`config.mk`:
```
export PLATFORM = sky130hd
export DESIGN_NAME = tpg_pwm
export DESIGN_NICKNAME = d
export VERILOG_FILES = /design/src/hdl/tpg_pkg.sv /design/src/hdl/tpg_pwm.sv
export SDC_FILE = /design/constraint.sdc
export NUM_CORES = 1
export LEC_CHECK = 0
export ABC_AREA = 1
export BUFFER_PORTS_ARGS = -buffer_cell sky130_fd_sc_hd__buf_2
export CAP_MARGIN = 20
export CORE_MARGIN = 5
export CORE_UTILIZATION = 43
export DETAILED_ROUTE_END_ITERATION = 12
export GPL_TIMING_DRIVEN = 0
export PLACE_DENSITY = 0.7
export SLEW_MARGIN = 20
export SYNTH_ARGS = -nofsm -noshare
export SYNTH_HDL_FRONTEND = slang
export SYNTH_SLANG_ARGS = --single-unit
```
`constraint.sdc`:
```
create_clock -name i_clk -period 2.45 [get_ports i_clk]
set_clock_uncertainty 0.05 [all_clocks]
set_input_delay 0.735 -clock i_clk [delete_from_list [all_inputs] [get_ports i_clk]]
set_output_delay 0.735 -clock i_clk [all_outputs]
set_load 0.01 [all_outputs]
```
`src/hdl/tpg_pkg.sv`:
```
// Package: register map, field positions and reset values of the timer-based PWM block
//
// Contract
// RQ1 - Duty resolved to ten bits
// RQ2 - Channels share period, own duty each
// RQ3 - Postscaler never affects modulator
// RQ4 - Outputs go active when count clears
// RQ5 - Output inactive when time base equals duty
// RQ6 - Duty at or above limit: never cleared
// RQ7 - Shadow duty reloaded only at period match
// RQ8 - Software writes both duty halves before match
// RQ9 - Invert bit inverts channel output
// RQ10 - Period is (limit+1)*4*clock*prescale
// RQ11 - After match: clear, activate, latch duty
// RQ12 - Zero duty keeps output inactive
// RQ13 - Duty registers writable at any time
// RQ14 - Time base is count plus two quarters
// RQ15 - Undivided prescale advances on system clock
// RQ16 - Pulse lasts duty times clock times prescale
// RQ17 - Pulse beyond period leaves pin unchanged
// RQ18 - Software clears pin direction to drive; this block has no direction bit and always drives o_pwm
// RQ19 - Full resolution only at maximum limit
// RQ20 - Per-channel enable bit gates output
// RQ21 - Sleep freezes count and outputs
// RQ22 - Read-only bit shows output level
package tpg_pkg;

	// ****************************************************************
	// Register map (byte addresses, one word each)
	// ****************************************************************
	localparam logic [7:0] TPG_OFF_PERIOD_LIMIT = 8'h00;
	localparam logic [7:0] TPG_OFF_TIMER_CONTROL = 8'h04;
	localparam logic [7:0] TPG_OFF_TIMEBASE_COUNT = 8'h08;
	localparam logic [7:0] TPG_OFF_CH_BASE = 8'h10;
	localparam logic [7:0] TPG_OFF_CH_STRIDE = 8'h10;
	localparam logic [7:0] TPG_OFF_CH_CONTROL = 8'h00;
	localparam logic [7:0] TPG_OFF_DUTY_HIGH = 8'h04;
	localparam logic [7:0] TPG_OFF_DUTY_LOW = 8'h08;

	// ****************************************************************
	// Field positions
	// ****************************************************************
	localparam int TPG_BIT_CH_ENABLE = 7;
	localparam int TPG_BIT_CH_LEVEL = 5;
	localparam int TPG_BIT_CH_INVERT = 4;
	localparam int TPG_BIT_TMR_ON = 2;
	localparam int TPG_DUTY_LOW_LSB = 6;

	// ****************************************************************
	// Reset values
	// ****************************************************************
	localparam logic [7:0] TPG_RST_PERIOD_LIMIT = 8'hFF;
	localparam logic [7:0] TPG_RST_BYTE = 8'h00;
	localparam logic [1:0] TPG_RST_PRESCALE = 2'h0;

	// Prescale selection codes, named by their divide ratios
	typedef enum logic [1:0] {
		TPG_PRE_1 = 2'b00,
		TPG_PRE_4 = 2'b01,
		TPG_PRE_16 = 2'b10,
		TPG_PRE_64 = 2'b11
	} tpg_prescale_e;

	// Per-channel software configuration carried together
	typedef struct packed {
		logic enable;
		logic invert;
		logic [7:0] duty_high;
		logic [1:0] duty_low;
	} tpg_chan_cfg_s;

endpackage

```
`src/hdl/tpg_pwm.sv`:
```
// Timer-based PWM generator with shared period timer and an APB register slave
//
// The register offsets and the APB slave port were decided locally.
`timescale 1ns/100ps
`default_nettype none

module tpg_pwm import tpg_pkg::*; #(
	parameter int NUM_CH = 2
) (
	// Clock and reset
	input wire logic i_clk,
	input wire logic i_rst_n,
	// Power state
	input wire logic i_sleep,
	// APB slave
	input wire logic i_psel,
	input wire logic i_penable,
	input wire logic i_pwrite,
	input wire logic [7:0] i_paddr,
	input wire logic [31:0] i_pwdata,
	output logic o_pready,
	output logic o_pslverr,
	output logic [31:0] o_prdata,
	// Modulated outputs
	output logic [NUM_CH-1:0] o_pwm
);

	// ****************************************************************
	// Helper functions
	// ****************************************************************

	// Divide ratio minus one for a prescale code, as a 6-bit terminal count
	function automatic logic [5:0] pre_last(input logic [1:0] code);
		case (code)
			TPG_PRE_1: pre_last = 6'h00;
			TPG_PRE_4: pre_last = 6'h03;
			TPG_PRE_16: pre_last = 6'h0F;
			default: pre_last = 6'h3F;
		endcase
	endfunction

	// Channel index of an address in the channel window
	function automatic logic [3:0] ch_index(input logic [7:0] addr);
		logic [7:0] rel;
		rel = addr - TPG_OFF_CH_BASE;
		ch_index = rel[7:4];
	endfunction

	// ****************************************************************
	// Registers
	// ****************************************************************
	logic [7:0] period_limit_reg;
	logic [1:0] prescale_reg;
	logic tmr_on_reg;
	logic [7:0] timebase_count_reg;
	logic [1:0] quarter_reg;
	logic [5:0] pre_cnt_reg;
	tpg_chan_cfg_s cfg_reg [NUM_CH];
	logic [9:0] shadow_reg [NUM_CH];
	logic [NUM_CH-1:0] level_reg;
	logic pready_reg;
	logic [31:0] prdata_reg;

	// ****************************************************************
	// Bus decode
	// ****************************************************************
	wire logic setup_w = i_psel && !i_penable;
	wire logic wr_w = i_psel && i_penable && i_pwrite && pready_reg;
	wire logic in_ch_w = (i_paddr >= TPG_OFF_CH_BASE)
		&& ({4'h0, ch_index(i_paddr)} < 8'(NUM_CH)) && (i_paddr[1:0] == 2'b00);
	wire logic [3:0] ch_w = ch_index(i_paddr);
	wire logic [3:0] sub_w = i_paddr[3:0];
	wire logic glob_w = (i_paddr == TPG_OFF_PERIOD_LIMIT)
		|| (i_paddr == TPG_OFF_TIMER_CONTROL) || (i_paddr == TPG_OFF_TIMEBASE_COUNT);
	wire logic ch_ok_w = in_ch_w && ((sub_w == TPG_OFF_CH_CONTROL[3:0])
		|| (sub_w == TPG_OFF_DUTY_HIGH[3:0]) || (sub_w == TPG_OFF_DUTY_LOW[3:0]));
	wire logic mapped_w = glob_w || ch_ok_w;

	// ****************************************************************
	// Time base
	// ****************************************************************
	// Sleep freezes every counter and the o_pwm outputs; the clock and the bus still run
	wire logic run_w = tmr_on_reg && !i_sleep; // RQ21
	wire logic pre_tick_w = run_w && (pre_cnt_reg == pre_last(prescale_reg)); // RQ15
	wire logic q_wrap_w = pre_tick_w && (quarter_reg == 2'h3);
	wire logic match_w = timebase_count_reg == period_limit_reg;
	// Restart one increment after the count matched the period limit
	wire logic restart_w = q_wrap_w && match_w; // RQ11
	// Full ten-bit steps only when the limit is at its top value
	wire logic [9:0] tbase_w = {timebase_count_reg, quarter_reg}; // RQ14 RQ1 RQ19

	// Prescaler and quarter counter; the postscaler has no place here
	always_ff @(posedge i_clk or negedge i_rst_n) begin // RQ3
		if (!i_rst_n) begin
			pre_cnt_reg <= 6'h00;
			quarter_reg <= 2'h0;
		end else if (run_w) begin
			pre_cnt_reg <= pre_tick_w ? 6'h00 : pre_cnt_reg + 6'h01;
			quarter_reg <= pre_tick_w ? quarter_reg + 2'h1 : quarter_reg;
		end
	end

	// Period count; period = (limit+1) * 4 * prescale clocks
	always_ff @(posedge i_clk or negedge i_rst_n) begin
		if (!i_rst_n) begin
			timebase_count_reg <= TPG_RST_BYTE;
		end else if (wr_w && i_paddr == TPG_OFF_TIMEBASE_COUNT) begin
			timebase_count_reg <= i_pwdata[7:0];
		end else if (restart_w) begin
			timebase_count_reg <= TPG_RST_BYTE; // RQ10 RQ2
		end else if (q_wrap_w) begin
			timebase_count_reg <= timebase_count_reg + 8'h01;
		end
	end

	// ****************************************************************
	// Global control registers
	// ****************************************************************
	always_ff @(posedge i_clk or negedge i_rst_n) begin
		if (!i_rst_n) begin
			period_limit_reg <= TPG_RST_PERIOD_LIMIT;
			prescale_reg <= TPG_RST_PRESCALE;
			tmr_on_reg <= 1'b0;
		end else if (wr_w && i_paddr == TPG_OFF_PERIOD_LIMIT) begin
			period_limit_reg <= i_pwdata[7:0];
		end else if (wr_w && i_paddr == TPG_OFF_TIMER_CONTROL) begin
			prescale_reg <= i_pwdata[1:0];
			tmr_on_reg <= i_pwdata[TPG_BIT_TMR_ON];
		end
	end

	// ****************************************************************
	// Channels
	// ****************************************************************
	genvar g;
	generate
		for (g = 0; g < NUM_CH; g++) begin : gen_ch
			wire logic sel_w = wr_w && in_ch_w && (ch_w == 4'(g));
			// Duty at or above the last time-base value {limit, 3} of the period never clears the output
			wire logic full_w = shadow_reg[g] >= {period_limit_reg, 2'b11}; // RQ6 RQ17
			// Clear on the tick that brings the time base onto the duty value,
			// so the pulse lasts exactly duty ticks and not one clock more
			wire logic clr_w = pre_tick_w && ((tbase_w + 10'h001) == shadow_reg[g])
				&& !full_w; // RQ5 RQ16
			wire logic [9:0] new_duty_w = {cfg_reg[g].duty_high, cfg_reg[g].duty_low};

			// Software copies, writable in any phase of the period
			always_ff @(posedge i_clk or negedge i_rst_n) begin // RQ13
				if (!i_rst_n) begin
					cfg_reg[g] <= '0;
				end else if (sel_w && sub_w == TPG_OFF_CH_CONTROL[3:0]) begin
					cfg_reg[g].enable <= i_pwdata[TPG_BIT_CH_ENABLE]; // RQ20
					cfg_reg[g].invert <= i_pwdata[TPG_BIT_CH_INVERT];
				end else if (sel_w && sub_w == TPG_OFF_DUTY_HIGH[3:0]) begin
					cfg_reg[g].duty_high <= i_pwdata[7:0];
				end else if (sel_w && sub_w == TPG_OFF_DUTY_LOW[3:0]) begin
					cfg_reg[g].duty_low <= i_pwdata[TPG_DUTY_LOW_LSB+1:TPG_DUTY_LOW_LSB];
				end
			end

			// Shadow duty and raw level; reload only at period restart
			always_ff @(posedge i_clk or negedge i_rst_n) begin
				if (!i_rst_n) begin
					shadow_reg[g] <= 10'h000;
					level_reg[g] <= 1'b0;
				end else if (restart_w) begin
					shadow_reg[g] <= new_duty_w; // RQ7
					level_reg[g] <= (new_duty_w != 10'h000); // RQ4 RQ12
				end else if (clr_w) begin
					level_reg[g] <= 1'b0;
				end
			end

			// Registered pin: disabled channel idles low, enable gate applied last after polarity
			always_ff @(posedge i_clk or negedge i_rst_n) begin
				if (!i_rst_n) begin
					o_pwm[g] <= 1'b0;
				end else if (!i_sleep) begin
					o_pwm[g] <= cfg_reg[g].enable && (level_reg[g] ^ cfg_reg[g].invert); // RQ9 RQ20
				end
			end
		end
	endgenerate

	// ****************************************************************
	// Read mux
	// ****************************************************************
	logic [31:0] rd_w;
	always_comb begin
		rd_w = 32'h0000_0000;
		if (i_paddr == TPG_OFF_PERIOD_LIMIT) begin
			rd_w[7:0] = period_limit_reg;
		end else if (i_paddr == TPG_OFF_TIMER_CONTROL) begin
			rd_w[TPG_BIT_TMR_ON] = tmr_on_reg;
			rd_w[1:0] = prescale_reg;
		end else if (i_paddr == TPG_OFF_TIMEBASE_COUNT) begin
			rd_w[7:0] = timebase_count_reg;
		end else if (ch_ok_w) begin
			for (int k = 0; k < NUM_CH; k++) begin
				if (ch_w == 4'(k)) begin
					if (sub_w == TPG_OFF_CH_CONTROL[3:0]) begin
						rd_w[TPG_BIT_CH_ENABLE] = cfg_reg[k].enable;
						rd_w[TPG_BIT_CH_LEVEL] = o_pwm[k]; // RQ22
						rd_w[TPG_BIT_CH_INVERT] = cfg_reg[k].invert;
					end else if (sub_w == TPG_OFF_DUTY_HIGH[3:0]) begin
						rd_w[7:0] = cfg_reg[k].duty_high;
					end else begin
						rd_w[7:6] = cfg_reg[k].duty_low;
					end
				end
			end
		end
	end

	// ****************************************************************
	// APB handshake: no wait state, answer in the first access cycle
	// ****************************************************************
	always_ff @(posedge i_clk or negedge i_rst_n) begin
		if (!i_rst_n) begin
			pready_reg <= 1'b0;
			prdata_reg <= 32'h0000_0000;
			o_pslverr <= 1'b0;
		end else begin
			pready_reg <= setup_w;
			prdata_reg <= setup_w ? rd_w : 32'h0000_0000;
			o_pslverr <= setup_w && !mapped_w;
		end
	end

	assign o_pready = pready_reg;
	assign o_prdata = prdata_reg;

endmodule

`default_nettype wire

```
==> impl_metrics.toml <==
[status]
run_status = "finished clean"

[yosys]
ys_seq_elements = 85
ys_top_cells_by_area = "dfrtp_1 36%, nand2_1 14%, inv_1 6.3%"
ys_warn_count = 0
syn_inst = 716
synth_cell_types = 40
syn-cell-area_um2 = 5420
synth.largest_area_cell = "dfrtp_1"
synth_top_area_share_pct = 35.6
ys_seq_area_share_pct = 39.4
syn_avg_cell_area_um2 = 7.57

[placement]
place_inst = 945
dp_hpwl_um = 11300
port_buffers = 33
dp_slack_ns = -0.161
place_congestion = 0.942

[cells_and_area]
instances_no_fill = 961
layout_commonest_cell = "nand2_1"
area_growth_pct = 14.7
num_antenna_cells = 0
mostFrequentLayoutCells = "201 x nand2_1, 91 x inv_1, 77 x dfrtp_1"
drive_gt1_share_pct = 15.8
fin_nets = 853
largest_reg_flops = 24
fin_util_pct = 49.8

[run]
cap_violations = 0

[setup_path]
arrival_ns = 2.44
critPathKind = "flip-flop to flip-flop"
critPathRequiredTime_ns = 2.65
rr_worst_depth = 12
rrSetupSlack_ns = 0.20
r2r_start = "period_limit_reg[7]"
r2r_end = "level_reg[1]"
critPathLaunchType = "flip-flop"
critPathMaxFanout = 4
end_kind = "flip-flop"

[timing]
finalSetupTns_ns = 0
final_critical_path_setup_slack_ns = 0.202
finalMaxSlewViolations = 0
rsz0062_at_grt = "false"
fmax_mhz = 445
period_needed_ns = 2.25
fin_crit_sh_pct = 91.7
final-setup-viol-count = 0
hold_viol = 0
max_slew_margin_pct = 59.1
worst_slew_pin_slew_ns = 0.612

[power_and_ir_drop]
irDropWorstVdd_uv = 400
p_leak_uw = 0.00321
power.density_nw_per_um2 = 483
p_total_uw = 3000

[global_route]
grt_pass1_wl_um = 23500
first_global_vias = 4402
grt_max_degree = 53
grt_usage_pct = 20.5
globalRouteOverflowTotal = 0
antenna_found_initial = 0

[die]
ioPinCount = 82
die-height_um = 122
fp.coreArea_um2 = 12500
start_util_pct = 43.5
die_area_um2 = 14900
rows = 41
die_x_um = 122

[routing]
wirelength_um = 14500
drtIter0Drc = 322
via_count = 4773
wl_per_cell_um = 15.1
postRouteAntennaNets = 0
drc = 0
drt-pass1-iter-count = 5
viasPerCell = 4.97

[clock_tree]
root_buffer = "clkbuf_16"
clk_pin_slew_ns = 0.07
cts_hold_buf = 0
post-cts-setup-buffers = 0
tritoncts = "built"
htree_levels = 3
cts.path.max_buffers = 2
numCtsBuffers = 9
cts_sinks = 85
clk_latency_ns = 0.35
cts_resized = 0

[hold_path]
hp-class = "input port to asynchronous set/reset pin"
-- stage by stage --
step,area [µm²],hold WS (ns)
2_1_floorplan,5500,0.389
3_3_place_gp,5880,0.439
3_5_place_dp,5910,0.441
4_1_cts,6210,0.295
5_1_grt,6210,0.317
6_report,6210,0.291
-- cell usage after synthesis --
cell type  number
o2111ai_1       1
a21oi_1        19
nor2_1         45
nor3_1          1
nand2_1       201
xnor2_1         4
a22oi_1         2
nand2_4         1
buf_2           8
o211ai_1        5
dfstp_2         8
dfrtp_1        77
buf_4          27
xnor3_1         1
a22o_1          1
a31oi_1         1
nand3_1        50
nor2_2          4
nand2_2         5
nor4_1          4
inv_2           2
nand3_2         4
or2_2           1
clkbuf_1        1
nor2_4          5
a21boi_0        1
o21ai_1        12
o22ai_1         6
ha_1           23
clkbuf_2        1
o21ai_2         3
o221ai_1        6
xor2_1         22
inv_4           1
inv_1          91
buf_6           5
nand4_1         9
conb_1          1
o21ai_0        56
nor3_2          1
-- how the worst max path moves through the flow --
stage / startpoint / end / cells past startpoint
after floorplan: i_paddr[5] / o_prdata[3] / 11
after global placement: i_rst_n / o_pwm[0] / 1
after detailed placement: i_paddr[5] / o_prdata[3] / 12
after CTS: period_limit_reg[7] / level_reg[1] / 12
after global routing: i_paddr[4] / o_prdata[3] / 12
final: period_limit_reg[7] / level_reg[1] / 12
-- cells by family after synthesis --
logic type	share of synthesized area (%)
DFF	39.4
buffers and inverters	12.2
adders and majority gates	5.31
and+or+nand+nor	26.6
other	0.0692
xor gates and xnor gates	4.62
AOI/OAI and AO/OA	11.7
-- metal layers --
layer	routed length (µm)	track usage (%)	up-vias
li1	-	-	2395
met1	6380	28.0	2193
met2	6790	32.7	154
met3	815	3.23	31
met4	477	8.33	0
met5	0	0	-
-- critical path: stages, from the launching register on --
cell and delay, ns:
dfstp_2 0.57, inv_1 0.08, ha_1 0.31, a21oi_1 0.22, nand3_1 0.12, nor2_1 0.09, nand2_1 0.05, nor2_1 0.15
nand3_1 0.09, nor2_1 0.15, nand3_1 0.13, nand2_1 0.08, nand2_1 0.04
-- report_power, final --
part	leakage [µW]	switching, µW	internal (µW)
Sequential	0.00104	4.90	1410
Clock	0.000147	589	799
Combinational	0.00202	128	71.4
-- layout make-up --
class,count,area (µm²)
fillers,1218,6250
multi-input cells,518,2700
flip-flops and latches,85,2140
inverters,94,355
plain buffers,42,308
clock buffers,10,229
well taps,172,215
repair buffers,34,195
clock inverters,6,70.1
(Power assumes the default switching activity.)
